==> src/design/ccr_pkg.sv <==
// Package: register map, field layout, reset values and divider exponents for the clock ratio block
package ccr_pkg;
	localparam logic [31:0] FREQ_SEL_ADDR   = 32'hfffffe90;
	localparam int          SECOND_BYP_BIT  = 7;
	localparam int          FIRST_BYP_BIT   = 6;
	localparam int          PIN_HIZ_BIT     = 5;
	localparam int          RESERVED_BIT    = 4;
	localparam logic [7:0]  RESET_MODE01    = 8'h00;
	localparam logic [7:0]  RESET_MODE2     = 8'h40;
	localparam logic [7:0]  RESET_MODE3     = 8'h60;
	localparam logic [7:0]  RESET_MODE45    = 8'ha6;
	localparam logic [7:0]  RESET_MODE6     = 8'he0;
	localparam logic [1:0]  AXI_OKAY        = 2'h0;
	localparam logic [1:0]  AXI_SLVERR      = 2'h2;
	// Divider exponents: clock = base >> exponent, base is input x4 (one step = /2)
	localparam logic [2:0]  DIV1 = 3'h0;
	localparam logic [2:0]  DIV2 = 3'h1;
	localparam logic [2:0]  DIV4 = 3'h2;
	localparam logic [2:0]  DIV8 = 3'h3;
	localparam logic [2:0]  DIV16 = 3'h4;
	localparam int          DIV_W = 5;
	typedef enum logic [1:0] {CcrRun, CcrStall, CcrSettle} ccr_state_e;
endpackage

==> src/design/ccr_clock_ratio.sv <==
// Clock ratio register, enable generation and frequency-change sequencer
`timescale 1ns/10ps
module ccr_clock_ratio
	import ccr_pkg::*;
#(
	parameter int SETTLE_W = 8
) (
	input  wire logic         clock,
	input  wire logic         resetn,
	input  wire logic         internalResetn,
	input  wire logic [2:0]   clockMode,
	input  wire logic         prescaleTick,
	input  wire logic [31:0]  s_axi_awaddr,
	input  wire logic         s_axi_awvalid,
	output logic              s_axi_awready,
	input  wire logic [31:0]  s_axi_wdata,
	input  wire logic [3:0]   s_axi_wstrb,
	input  wire logic         s_axi_wvalid,
	output logic              s_axi_wready,
	output logic [1:0]        s_axi_bresp,
	output logic              s_axi_bvalid,
	input  wire logic         s_axi_bready,
	input  wire logic [31:0]  s_axi_araddr,
	input  wire logic         s_axi_arvalid,
	output logic              s_axi_arready,
	output logic [31:0]       s_axi_rdata,
	output logic [1:0]        s_axi_rresp,
	output logic              s_axi_rvalid,
	input  wire logic         s_axi_rready,
	output logic              coreClkEn,
	output logic              busClkEn,
	output logic              periphClkEn,
	output logic              busClockPinEn,
	output logic              busClockPinOe,
	output logic              clocksStalled,
	output logic              illegalCode
);
	logic [7:0]   freqSel_q;
	logic         captured_q;
	ccr_state_e   state_q;
	logic [2:0]   coreExp_q;
	logic [2:0]   busExp_q;
	logic [2:0]   perExp_q;
	logic [2:0]   pinExp_q;
	logic         awHeld_q;
	logic         wHeld_q;
	logic [31:0]  awAddr_q;
	logic [31:0]  wData_q;
	logic [3:0]   wStrb_q;
	logic         awReady_q;
	logic         wReady_q;
	logic         bValid_q;
	logic [1:0]   bResp_q;
	logic         arReady_q;
	logic         rValid_q;
	logic [31:0]  rData_q;
	logic [1:0]   rResp_q;
	logic         coreEn_q;
	logic         busEn_q;
	logic         perEn_q;
	logic         pinEn_q;
	logic         pinOe_q;
	logic         illegal_q;
	logic         stalled_q;

	// Mode decode and forced bits
	wire        pinInputMode = clockMode[2];
	wire        force2       = clockMode[2];
	wire        force1       = (clockMode == 3'h2) || (clockMode == 3'h3)
	                           || (clockMode == 3'h6);
	wire        forcePin     = clockMode[2];
	wire [7:0]  forceMask    = {force2, force1, forcePin, 5'h00};
	wire [7:0]  readValue    = (freqSel_q & 8'hef) | forceMask;
	wire        secondByp    = readValue[SECOND_BYP_BIT];
	wire        firstByp     = readValue[FIRST_BYP_BIT];
	wire [3:0]  code         = readValue[3:0];

	// Reset value from mode pins
	wire [7:0]  modeReset =
		(clockMode == 3'h2) ? RESET_MODE2 :
		(clockMode == 3'h3) ? RESET_MODE3 :
		(clockMode == 3'h6) ? RESET_MODE6 :
		pinInputMode        ? RESET_MODE45 : RESET_MODE01;

	// Ratio tables as exponents relative to an x4 reference (x4=0, x1=2, x1/4=4)
	logic [2:0] tCore;
	logic [2:0] tBus;
	logic [2:0] tPer;
	logic [2:0] tPin;
	logic       tOk;
	always_comb begin
		tCore = DIV4;
		tBus  = DIV4;
		tPer  = DIV4;
		tPin  = DIV4;
		tOk   = 1'b0;
		if (!firstByp && !secondByp) begin
			tOk = 1'b1;
			case (code)
				4'h0: begin tCore = DIV4; tBus = DIV4; tPer = DIV4; end
				4'h4: begin tCore = DIV2; tBus = DIV4; tPer = DIV4; end
				4'h5: begin tCore = DIV2; tBus = DIV2; tPer = DIV4; end
				4'h6: begin tCore = DIV2; tBus = DIV2; tPer = DIV2; end
				4'h8: begin tCore = DIV1; tBus = DIV4; tPer = DIV4; end
				4'h9: begin tCore = DIV1; tBus = DIV2; tPer = DIV4; end
				4'ha: begin tCore = DIV1; tBus = DIV2; tPer = DIV2; end
				4'hc: begin tCore = DIV1; tBus = DIV1; tPer = DIV4; end
				4'he: begin tCore = DIV1; tBus = DIV1; tPer = DIV2; end
				default: tOk = 1'b0;
			endcase
			tPin = tBus;
		end else if (firstByp && !secondByp) begin
			tOk = 1'b1;
			case (code)
				4'h0: begin tCore = DIV4; tBus = DIV4; tPer = DIV4; end
				4'h5: begin tCore = DIV2; tBus = DIV2; tPer = DIV4; end
				4'h6: begin tCore = DIV2; tBus = DIV2; tPer = DIV2; end
				4'hc: begin tCore = DIV1; tBus = DIV1; tPer = DIV4; end
				4'he: begin tCore = DIV1; tBus = DIV1; tPer = DIV2; end
				default: tOk = 1'b0;
			endcase
			tPin = tBus;
		end else if (!firstByp && !pinInputMode) begin
			tOk = 1'b1;
			case (code)
				4'h0: begin tCore = DIV4; tBus = DIV4; tPer = DIV4; end
				4'h4: begin tCore = DIV2; tBus = DIV4; tPer = DIV4; end
				4'h8: begin tCore = DIV1; tBus = DIV4; tPer = DIV4; end
				default: tOk = 1'b0;
			endcase
			tPin = tBus;
		end else if (!firstByp) begin
			tOk = 1'b1;
			case (code)
				4'h5: begin tCore = DIV4; tBus = DIV4; tPer = DIV8; end
				4'h6: begin tCore = DIV4; tBus = DIV4; tPer = DIV4; end
				4'h9: begin tCore = DIV2; tBus = DIV4; tPer = DIV8; end
				4'ha: begin tCore = DIV2; tBus = DIV4; tPer = DIV4; end
				default: tOk = 1'b0;
			endcase
			tPin = tBus;
		end else begin
			tOk  = 1'b1;
			tPin = DIV4;
			case (code)
				4'h0: begin tCore = DIV16; tBus = DIV16; tPer = DIV16; end
				4'h4: begin tCore = DIV8; tBus = DIV16; tPer = DIV16; end
				4'h5: begin tCore = DIV8; tBus = DIV8; tPer = DIV16; end
				4'h6: begin tCore = DIV8; tBus = DIV8; tPer = DIV8; end
				4'h8: begin tCore = DIV4; tBus = DIV16; tPer = DIV16; end
				4'h9: begin tCore = DIV4; tBus = DIV8; tPer = DIV16; end
				4'ha: begin tCore = DIV4; tBus = DIV8; tPer = DIV8; end
				4'hc: begin tCore = DIV4; tBus = DIV4; tPer = DIV16; end
				4'he: begin tCore = DIV4; tBus = DIV4; tPer = DIV8; end
				4'hf: begin tCore = DIV4; tBus = DIV4; tPer = DIV4; end
				default: tOk = 1'b0;
			endcase
		end
	end

	// AXI write path: address and data taken in either order
	wire        wrFire    = awHeld_q && wHeld_q && !bValid_q;
	wire        wrHit     = (awAddr_q[31:2] == FREQ_SEL_ADDR[31:2]);
	wire        wrLane0   = wStrb_q[0];
	wire [7:0]  wrValue   = wData_q[7:0] & 8'hef;
	wire [7:0]  wrEff     = (wrValue & ~forceMask) | forceMask;
	wire        running   = (state_q == CcrRun);
	wire        changes   = (wrEff[7:6] != readValue[7:6])
	                        || (wrEff[3:0] != readValue[3:0]);
	wire        changeReq = wrFire && wrHit && wrLane0 && running && changes;
	wire        rdHit     = (s_axi_araddr[31:2] == FREQ_SEL_ADDR[31:2]);

	always_ff @(posedge clock or negedge resetn) begin
		if (!resetn) begin
			awHeld_q  <= 1'b0;
			wHeld_q   <= 1'b0;
			awAddr_q  <= '0;
			wData_q   <= '0;
			wStrb_q   <= '0;
			awReady_q <= 1'b0;
			wReady_q  <= 1'b0;
			bValid_q  <= 1'b0;
			bResp_q   <= AXI_OKAY;
		end else begin
			awReady_q <= !awHeld_q && !(s_axi_awvalid && awReady_q) && !bValid_q;
			wReady_q  <= !wHeld_q && !(s_axi_wvalid && wReady_q) && !bValid_q;
			if (s_axi_awvalid && awReady_q) begin
				awHeld_q <= 1'b1;
				awAddr_q <= s_axi_awaddr;
			end
			if (s_axi_wvalid && wReady_q) begin
				wHeld_q <= 1'b1;
				wData_q <= s_axi_wdata;
				wStrb_q <= s_axi_wstrb;
			end
			if (wrFire) begin
				awHeld_q <= 1'b0;
				wHeld_q  <= 1'b0;
				bValid_q <= 1'b1;
				bResp_q  <= wrHit ? AXI_OKAY : AXI_SLVERR;
			end else if (bValid_q && s_axi_bready) begin
				bValid_q <= 1'b0;
			end
		end
	end

	always_ff @(posedge clock or negedge resetn) begin
		if (!resetn) begin
			arReady_q <= 1'b0;
			rValid_q  <= 1'b0;
			rData_q   <= '0;
			rResp_q   <= AXI_OKAY;
		end else begin
			arReady_q <= !rValid_q && !(s_axi_arvalid && arReady_q);
			if (s_axi_arvalid && arReady_q) begin
				rValid_q <= 1'b1;
				rData_q  <= rdHit ? {24'h000000, readValue} : 32'h00000000;
				rResp_q  <= rdHit ? AXI_OKAY : AXI_SLVERR;
			end else if (rValid_q && s_axi_rready) begin
				rValid_q <= 1'b0;
			end
		end
	end

	// Register holds through watchdog resets; captured once after power-on release
	always_ff @(posedge clock or negedge resetn) begin
		if (!resetn) begin
			freqSel_q  <= 8'h00;
			captured_q <= 1'b0;
		end else if (!captured_q) begin
			freqSel_q  <= modeReset;
			captured_q <= 1'b1;
		// Ratio or bypass writes mid-stall are dropped: the settle in flight covers the old target
		end else if (wrFire && wrHit && wrLane0 && (running || !changes)) begin
			freqSel_q  <= wrEff;
		end
	end

	// Stall sequencer; overflow here is private, it touches no watchdog flag
	wire settleOvf;
	ccr_settle_counter #(
		.W (SETTLE_W)
	) u_settle (
		.clock    (clock),
		.resetn   (resetn),
		.start    (changeReq),
		.countEn  (prescaleTick),
		.overflow (settleOvf)
	);

	always_ff @(posedge clock or negedge resetn) begin
		if (!resetn)
			state_q <= CcrRun;
		else begin
			case (state_q)
				CcrRun:    if (changeReq) state_q <= CcrStall;
				CcrStall:  state_q <= CcrSettle;
				CcrSettle: if (settleOvf) state_q <= CcrRun;
				default:   state_q <= CcrRun;
			endcase
		end
	end

	// Tracks the next state so the stall output leaves from a flop
	always_ff @(posedge clock or negedge resetn) begin
		if (!resetn)
			stalled_q <= 1'b0;
		else
			stalled_q <= changeReq || (state_q == CcrStall)
			             || ((state_q == CcrSettle) && !settleOvf);
	end

	// Exponents latched only while running so new ratios appear after overflow
	always_ff @(posedge clock or negedge resetn) begin
		if (!resetn) begin
			coreExp_q <= DIV4;
			busExp_q  <= DIV4;
			perExp_q  <= DIV4;
			pinExp_q  <= DIV4;
			illegal_q <= 1'b0;
		end else if (running && !changeReq && internalResetn) begin
			coreExp_q <= tCore;
			busExp_q  <= tBus;
			perExp_q  <= tPer;
			pinExp_q  <= tPin;
			illegal_q <= !tOk;
		end
	end

	wire [2:0] expSel [4];
	wire       tickSel [4];
	assign expSel[0] = coreExp_q;
	assign expSel[1] = busExp_q;
	assign expSel[2] = perExp_q;
	assign expSel[3] = pinExp_q;
	genvar g;
	generate
		for (g = 0; g < 4; g++) begin : g_div
			ccr_divider u_div (
				.clock  (clock),
				.resetn (resetn),
				.run    (running),
				.expIn  (expSel[g]),
				.tick   (tickSel[g])
			);
		end
	endgenerate

	// Pin output: bus clock when any PLL runs, else raw input; pin released when input
	always_ff @(posedge clock or negedge resetn) begin
		if (!resetn) begin
			coreEn_q <= 1'b0;
			busEn_q  <= 1'b0;
			perEn_q  <= 1'b0;
			pinEn_q  <= 1'b0;
			pinOe_q  <= 1'b1;
		end else begin
			coreEn_q <= tickSel[0];
			busEn_q  <= tickSel[1];
			perEn_q  <= tickSel[2];
			pinEn_q  <= (!firstByp || !secondByp) ? tickSel[1] : tickSel[3];
			pinOe_q  <= readValue[PIN_HIZ_BIT];
		end
	end

	assign s_axi_awready = awReady_q;
	assign s_axi_wready  = wReady_q;
	assign s_axi_bvalid  = bValid_q;
	assign s_axi_bresp   = bResp_q;
	assign s_axi_arready = arReady_q;
	assign s_axi_rvalid  = rValid_q;
	assign s_axi_rdata   = rData_q;
	assign s_axi_rresp   = rResp_q;
	assign coreClkEn     = coreEn_q;
	assign busClkEn      = busEn_q;
	assign periphClkEn   = perEn_q;
	assign busClockPinEn = pinEn_q;
	assign busClockPinOe = pinOe_q;
	assign clocksStalled = stalled_q;
	assign illegalCode   = illegal_q;
endmodule // ccr_clock_ratio

==> src/design/ccr_divider.sv <==
// Free-running power-of-two divider giving one-cycle enable pulses per exponent
`timescale 1ns/10ps
module ccr_divider
	import ccr_pkg::*;
#(
	parameter int W = DIV_W
) (
	input  wire logic         clock,
	input  wire logic         resetn,
	input  wire logic         run,
	input  wire logic [2:0]   expIn,
	output logic              tick
);
	logic [W-1:0] count_q;
	logic [W-1:0] mask;
	assign mask = W'((1 << expIn) - 1);

	// Held at zero while stopped so clocks restart phase-aligned
	always_ff @(posedge clock or negedge resetn) begin
		if (!resetn)
			count_q <= '0;
		else if (!run)
			count_q <= '0;
		else
			count_q <= count_q + 1'b1;
	end

	assign tick = run && ((count_q & mask) == '0);
endmodule // ccr_divider

==> src/design/ccr_settle_counter.sv <==
// Settling counter standing in for the watchdog count during a frequency change
`timescale 1ns/10ps
module ccr_settle_counter #(
	parameter int W = 8
) (
	input  wire logic         clock,
	input  wire logic         resetn,
	input  wire logic         start,
	input  wire logic         countEn,
	output logic              overflow
);
	logic [W-1:0] count_q;
	logic         busy_q;

	always_ff @(posedge clock or negedge resetn) begin
		if (!resetn) begin
			count_q <= '0;
			busy_q  <= 1'b0;
		end else if (start) begin
			count_q <= '0;
			busy_q  <= 1'b1;
		end else if (busy_q && countEn) begin
			count_q <= count_q + 1'b1;
			if (&count_q)
				busy_q <= 1'b0;
		end
	end

	assign overflow = busy_q && countEn && (&count_q);
endmodule // ccr_settle_counter

==> config.mk <==
export PLATFORM = sky130hd
export DESIGN_NAME = ccr_clock_ratio
export DESIGN_NICKNAME = d
export VERILOG_FILES = /design/src/design/ccr_pkg.sv /design/src/design/ccr_clock_ratio.sv /design/src/design/ccr_divider.sv /design/src/design/ccr_settle_counter.sv
export SDC_FILE = /design/constraint.sdc
export NUM_CORES = 1
export LEC_CHECK = 0
export BUFFER_PORTS_ARGS = -buffer_cell sky130_fd_sc_hd__buf_2
export CORE_MARGIN = 1.5
export CORE_UTILIZATION = 50
export CTS_CLUSTER_DIAMETER = 100
export DETAILED_ROUTE_END_ITERATION = 8
export PLACE_DENSITY = 0.77
export SETUP_SLACK_MARGIN = 0.05
export SLEW_MARGIN = 20
export SYNTH_ARGS = -nofsm -noshare
export SYNTH_HDL_FRONTEND = slang
export SYNTH_HIERARCHICAL = 1
export SYNTH_SLANG_ARGS = --single-unit
==> constraint.sdc <==
create_clock -name clock -period 3.2 [get_ports clock]
set_input_delay 0.32 -clock clock [delete_from_list [all_inputs] [get_ports clock]]
set_output_delay 0.32 -clock clock [all_outputs]
set_load 0.01 [all_outputs]
==> flow_summary.yaml <==
drt:
  topRoutingLayerUsed: "met4"
  vias: 4052
  wl_mm: 10.9
  drt_first_pass_iters: 4
  ant_nets: 0
  drtIter0Drc: 216
  vias_per_cell: 5.45
  wl_met1_mm: 4.52
  drc: 0
  dr_wl_met2_mm: 5.43
  wl_met3_um: 809
  wl_per_cell_um: 14.7
pwr:
  irDropWorstVdd_v: 0.000534
  p_total_mw: 3.82
  p_leak_nw: 2.94
  pwr_density_cell_mw_per_mm2: 601
critical_path:
  r2r_slack_ps: 860
  critPathTopFamily: "simple AND/OR/NAND/NOR gates"
  crit_chain: "or4b_4, nor4_4, nand4_4, o211a_4, mux2_4"
  critPathBufInv: 0
  max_stage_delay_ps: 550
  cp_max_fo: 12
  crit_slowest_cell: "or4b_4"
  path_depth: 5
  cp.required_ps: 3460
  path_class: "register to register"
  worstRegToRegCells: 5
  cp.arrival_ps: 2600
  cp-start-kind: "register"
  end_kind: "register"
logic_synthesis:
  ys_warn_count: 6
  synth_top_area_share_pct: 47.4
  synth_common_cells: "dfrtp_1 (106), mux2_2 (41), buf_4 (27), nand2_1 (23), o21ai_0 (21)"
  yosys-top-cells-area: "dfrtp_1 (47%), mux2_2 (8.2%), buf_4 (3.6%)"
  ys_async_sr_fraction_pct: 100
  synth_flop_cell: "dfrtp_1"
  yosysTopAreaCell: "dfrtp_1"
  synth_cells: 498
  ys_ff_latch: 111
  synth_cell_types: 67
  synth_area_sq_mm: 0.00560
  synth_edf_count: 0
  yosysSeqAreaShare_pct: 49.7
  postSynthAreaPerCell_sq_um: 11.2
  synth.most_common_cell: "dfrtp_1"
floorplanning:
  die_area_sq_mm: 0.0118
  pin_count: 160
  fp-row-count: 38
  die_w_um: 109
  initial_utilization_pct: 51.4
  core_area_sq_mm: 0.0109
  die_y_um: 109
cells_and_area:
  fin_nets: 715
  area_growth_pct: 13.5
  drive_gt1_share_pct: 33.3
  n_antenna_cell: 0
  final_cells: 743
timing:
  worst_pin_slew_ps: 682
  fin_ws_ps: 863
  hold_viol_final: 0
  final.min_clock_period_ps: 2340
  setup_viol: 0
  slew_headroom_pct: 54.4
  fmax_ghz: 0.428
  fin_setup_tns_ps: 0
  fin_crit_sh_pct: 73.0
  drv_slew: 0
  rsz0062_at_grt: "no"
  fin_worst_skew_ps: 12.4
clock_tree:
  cts_max_path_buffers: 2
  htreeDepth: 3
  post_cts_resized: 0
  cts.clk_slew.worst_paths_ps: 110
  cts-buffers-inserted: 9
  clock-sinks: 111
  cts_tree: "done"
  clock_latency_ps: 380
  clock-root-buffer: "clkbuf_8"
global_routing:
  antenna_found_initial: 0
  grt_pass1_wl_mm: 18.0
  gr-total-overflow: 0
  grt_max_degree: 40
  grtUsageTotal_pct: 19.7
  grt_pass1_vias: 4037
placement:
  detailed_place_hpwl_mm: 8.13
  gp_congestion: 0.864
  dp_slack_ps: 881
  placed_cells: 726
  port_buffers: 100
run:
  drv_cap: 0
hold_path:
  hp-class: "input pin to register"
  hold-path-cell-count: 2
outcome:
  status: "complete, no violations"
## flip-flops by register name, indices dropped and copies added (netlist names), 2 cells and up
signal               count
awAddr_q                30
g_div.u_div/count_q     20
u_settle/count_q         8
freqSel_q                7
s_axi_rdata              7
wData_q                  7
busExp_q                 3
coreExp_q                3
perExp_q                 3
pinExp_q                 2
state_q                  2
## path summary, 6_finish.rpt
| path | start | to |
|---|---|---|
| max | awAddr_q[3] | perExp_q[0] |
| min | s_axi_bready | s_axi_bvalid |
| max reg2reg | awAddr_q[3] | perExp_q[0] |
| min reg2reg | s_axi_rvalid | s_axi_arready |
| max in group asynchronous | resetn | state_q[1] |
| min in group asynchronous | resetn | g_div[2].u_div/count_q[1] |
## where the power goes
group / leakage, nW / switching [mW] / internal, mW
Combinational: 1.46 / 0.390 / 0.497
Clock: 0.106 / 0.482 / 0.371
Sequential: 1.38 / 0.294 / 1.78
Total: 2.94 / 1.17 / 2.65
## cells in the final DEF (no fill, tap or decap), types with 5 or more instances in the layout
| cell type | instances |
|---|---|
| nor2_1 | 20 |
| and2_1 | 20 |
| clkbuf_8 | 9 |
| xor2_1 | 6 |
| conb_1 | 30 |
| nor4_1 | 7 |
| nor2b_1 | 6 |
| xnor2_1 | 16 |
| nand2_1 | 23 |
| dfstp_2 | 5 |
| a22o_1 | 8 |
| a211oi_1 | 9 |
| dfrtp_1 | 106 |
| o21ai_0 | 21 |
| nand3_1 | 17 |
| nor3_1 | 9 |
| or4_1 | 5 |
| a21oi_1 | 19 |
| mux2_2 | 41 |
| nand2b_1 | 7 |
| buf_4 | 8 |
| buf_2 | 99 |
| nand4_1 | 13 |
| ha_1 | 5 |
| inv_1 | 11 |
| mux2_4 | 7 |
## layer usage
metal | vias to the layer above | global-route usage (%)
met1 | 1945 | 22.2
met2 | 140 | 34.2
met5 | - | 0
li1 | 1955 | -
met4 | 0 | 7.33
met3 | 12 | 7.23
## cells by family (layout without fill, tap and decap cells)
kind of cell / after synthesis / after routing / share of synthesized area (%)
AND/OR/NAND/NOR: 151 / 151 / 15.7
flip-flops: 111 / 111 / 49.7
AO/OA/AOI/OAI: 97 / 97 / 13.0
buffers and inverters: 58 / 135 / 6.01
multiplexers: 52 / 52 / 10.8
XOR/XNOR: 22 / 22 / 3.44
adder cells (fa/ha/maj): 5 / 5 / 1.12
other: 2 / 30 / 0.134
## layout make-up
class                   instances  area, sq um
flip-flops and latches        111         2780
well taps                     140          175
fillers                       937         4530
clock inverters                 7         82.6
multi-input cells             357         2580
inverters                      11         41.3
repair buffers                108          566
clock buffers                   9          124
## through the flow
stage / instance area, sq um / hold slack [ps] / utilization, %
finish: 6360 / 105 / 58.4
global placement: 6140 / 298 / 56.4
global route: 6360 / 74.6 / 58.4
detailed placement: 6140 / 305 / 56.4
floorplan: 5710 / 24.4 / -
CTS: 6360 / 80.9 / 58.4
## worst reg2reg max path: cells and delay by family (launching register included)
family | cells | cell delay (ps)
AO/OA/AOI/OAI | 1 | 380
AND/OR/NAND/NOR | 3 | 1120
multiplexers | 1 | 320
flip-flops | 1 | 400
## timing repair
item / CTS / global route
setup buffers: 0 / 0
hold endpoints to repair: 32 / 0
hold buffers: 1 / 0
Note: power is estimated with default switching activity, not from simulation.
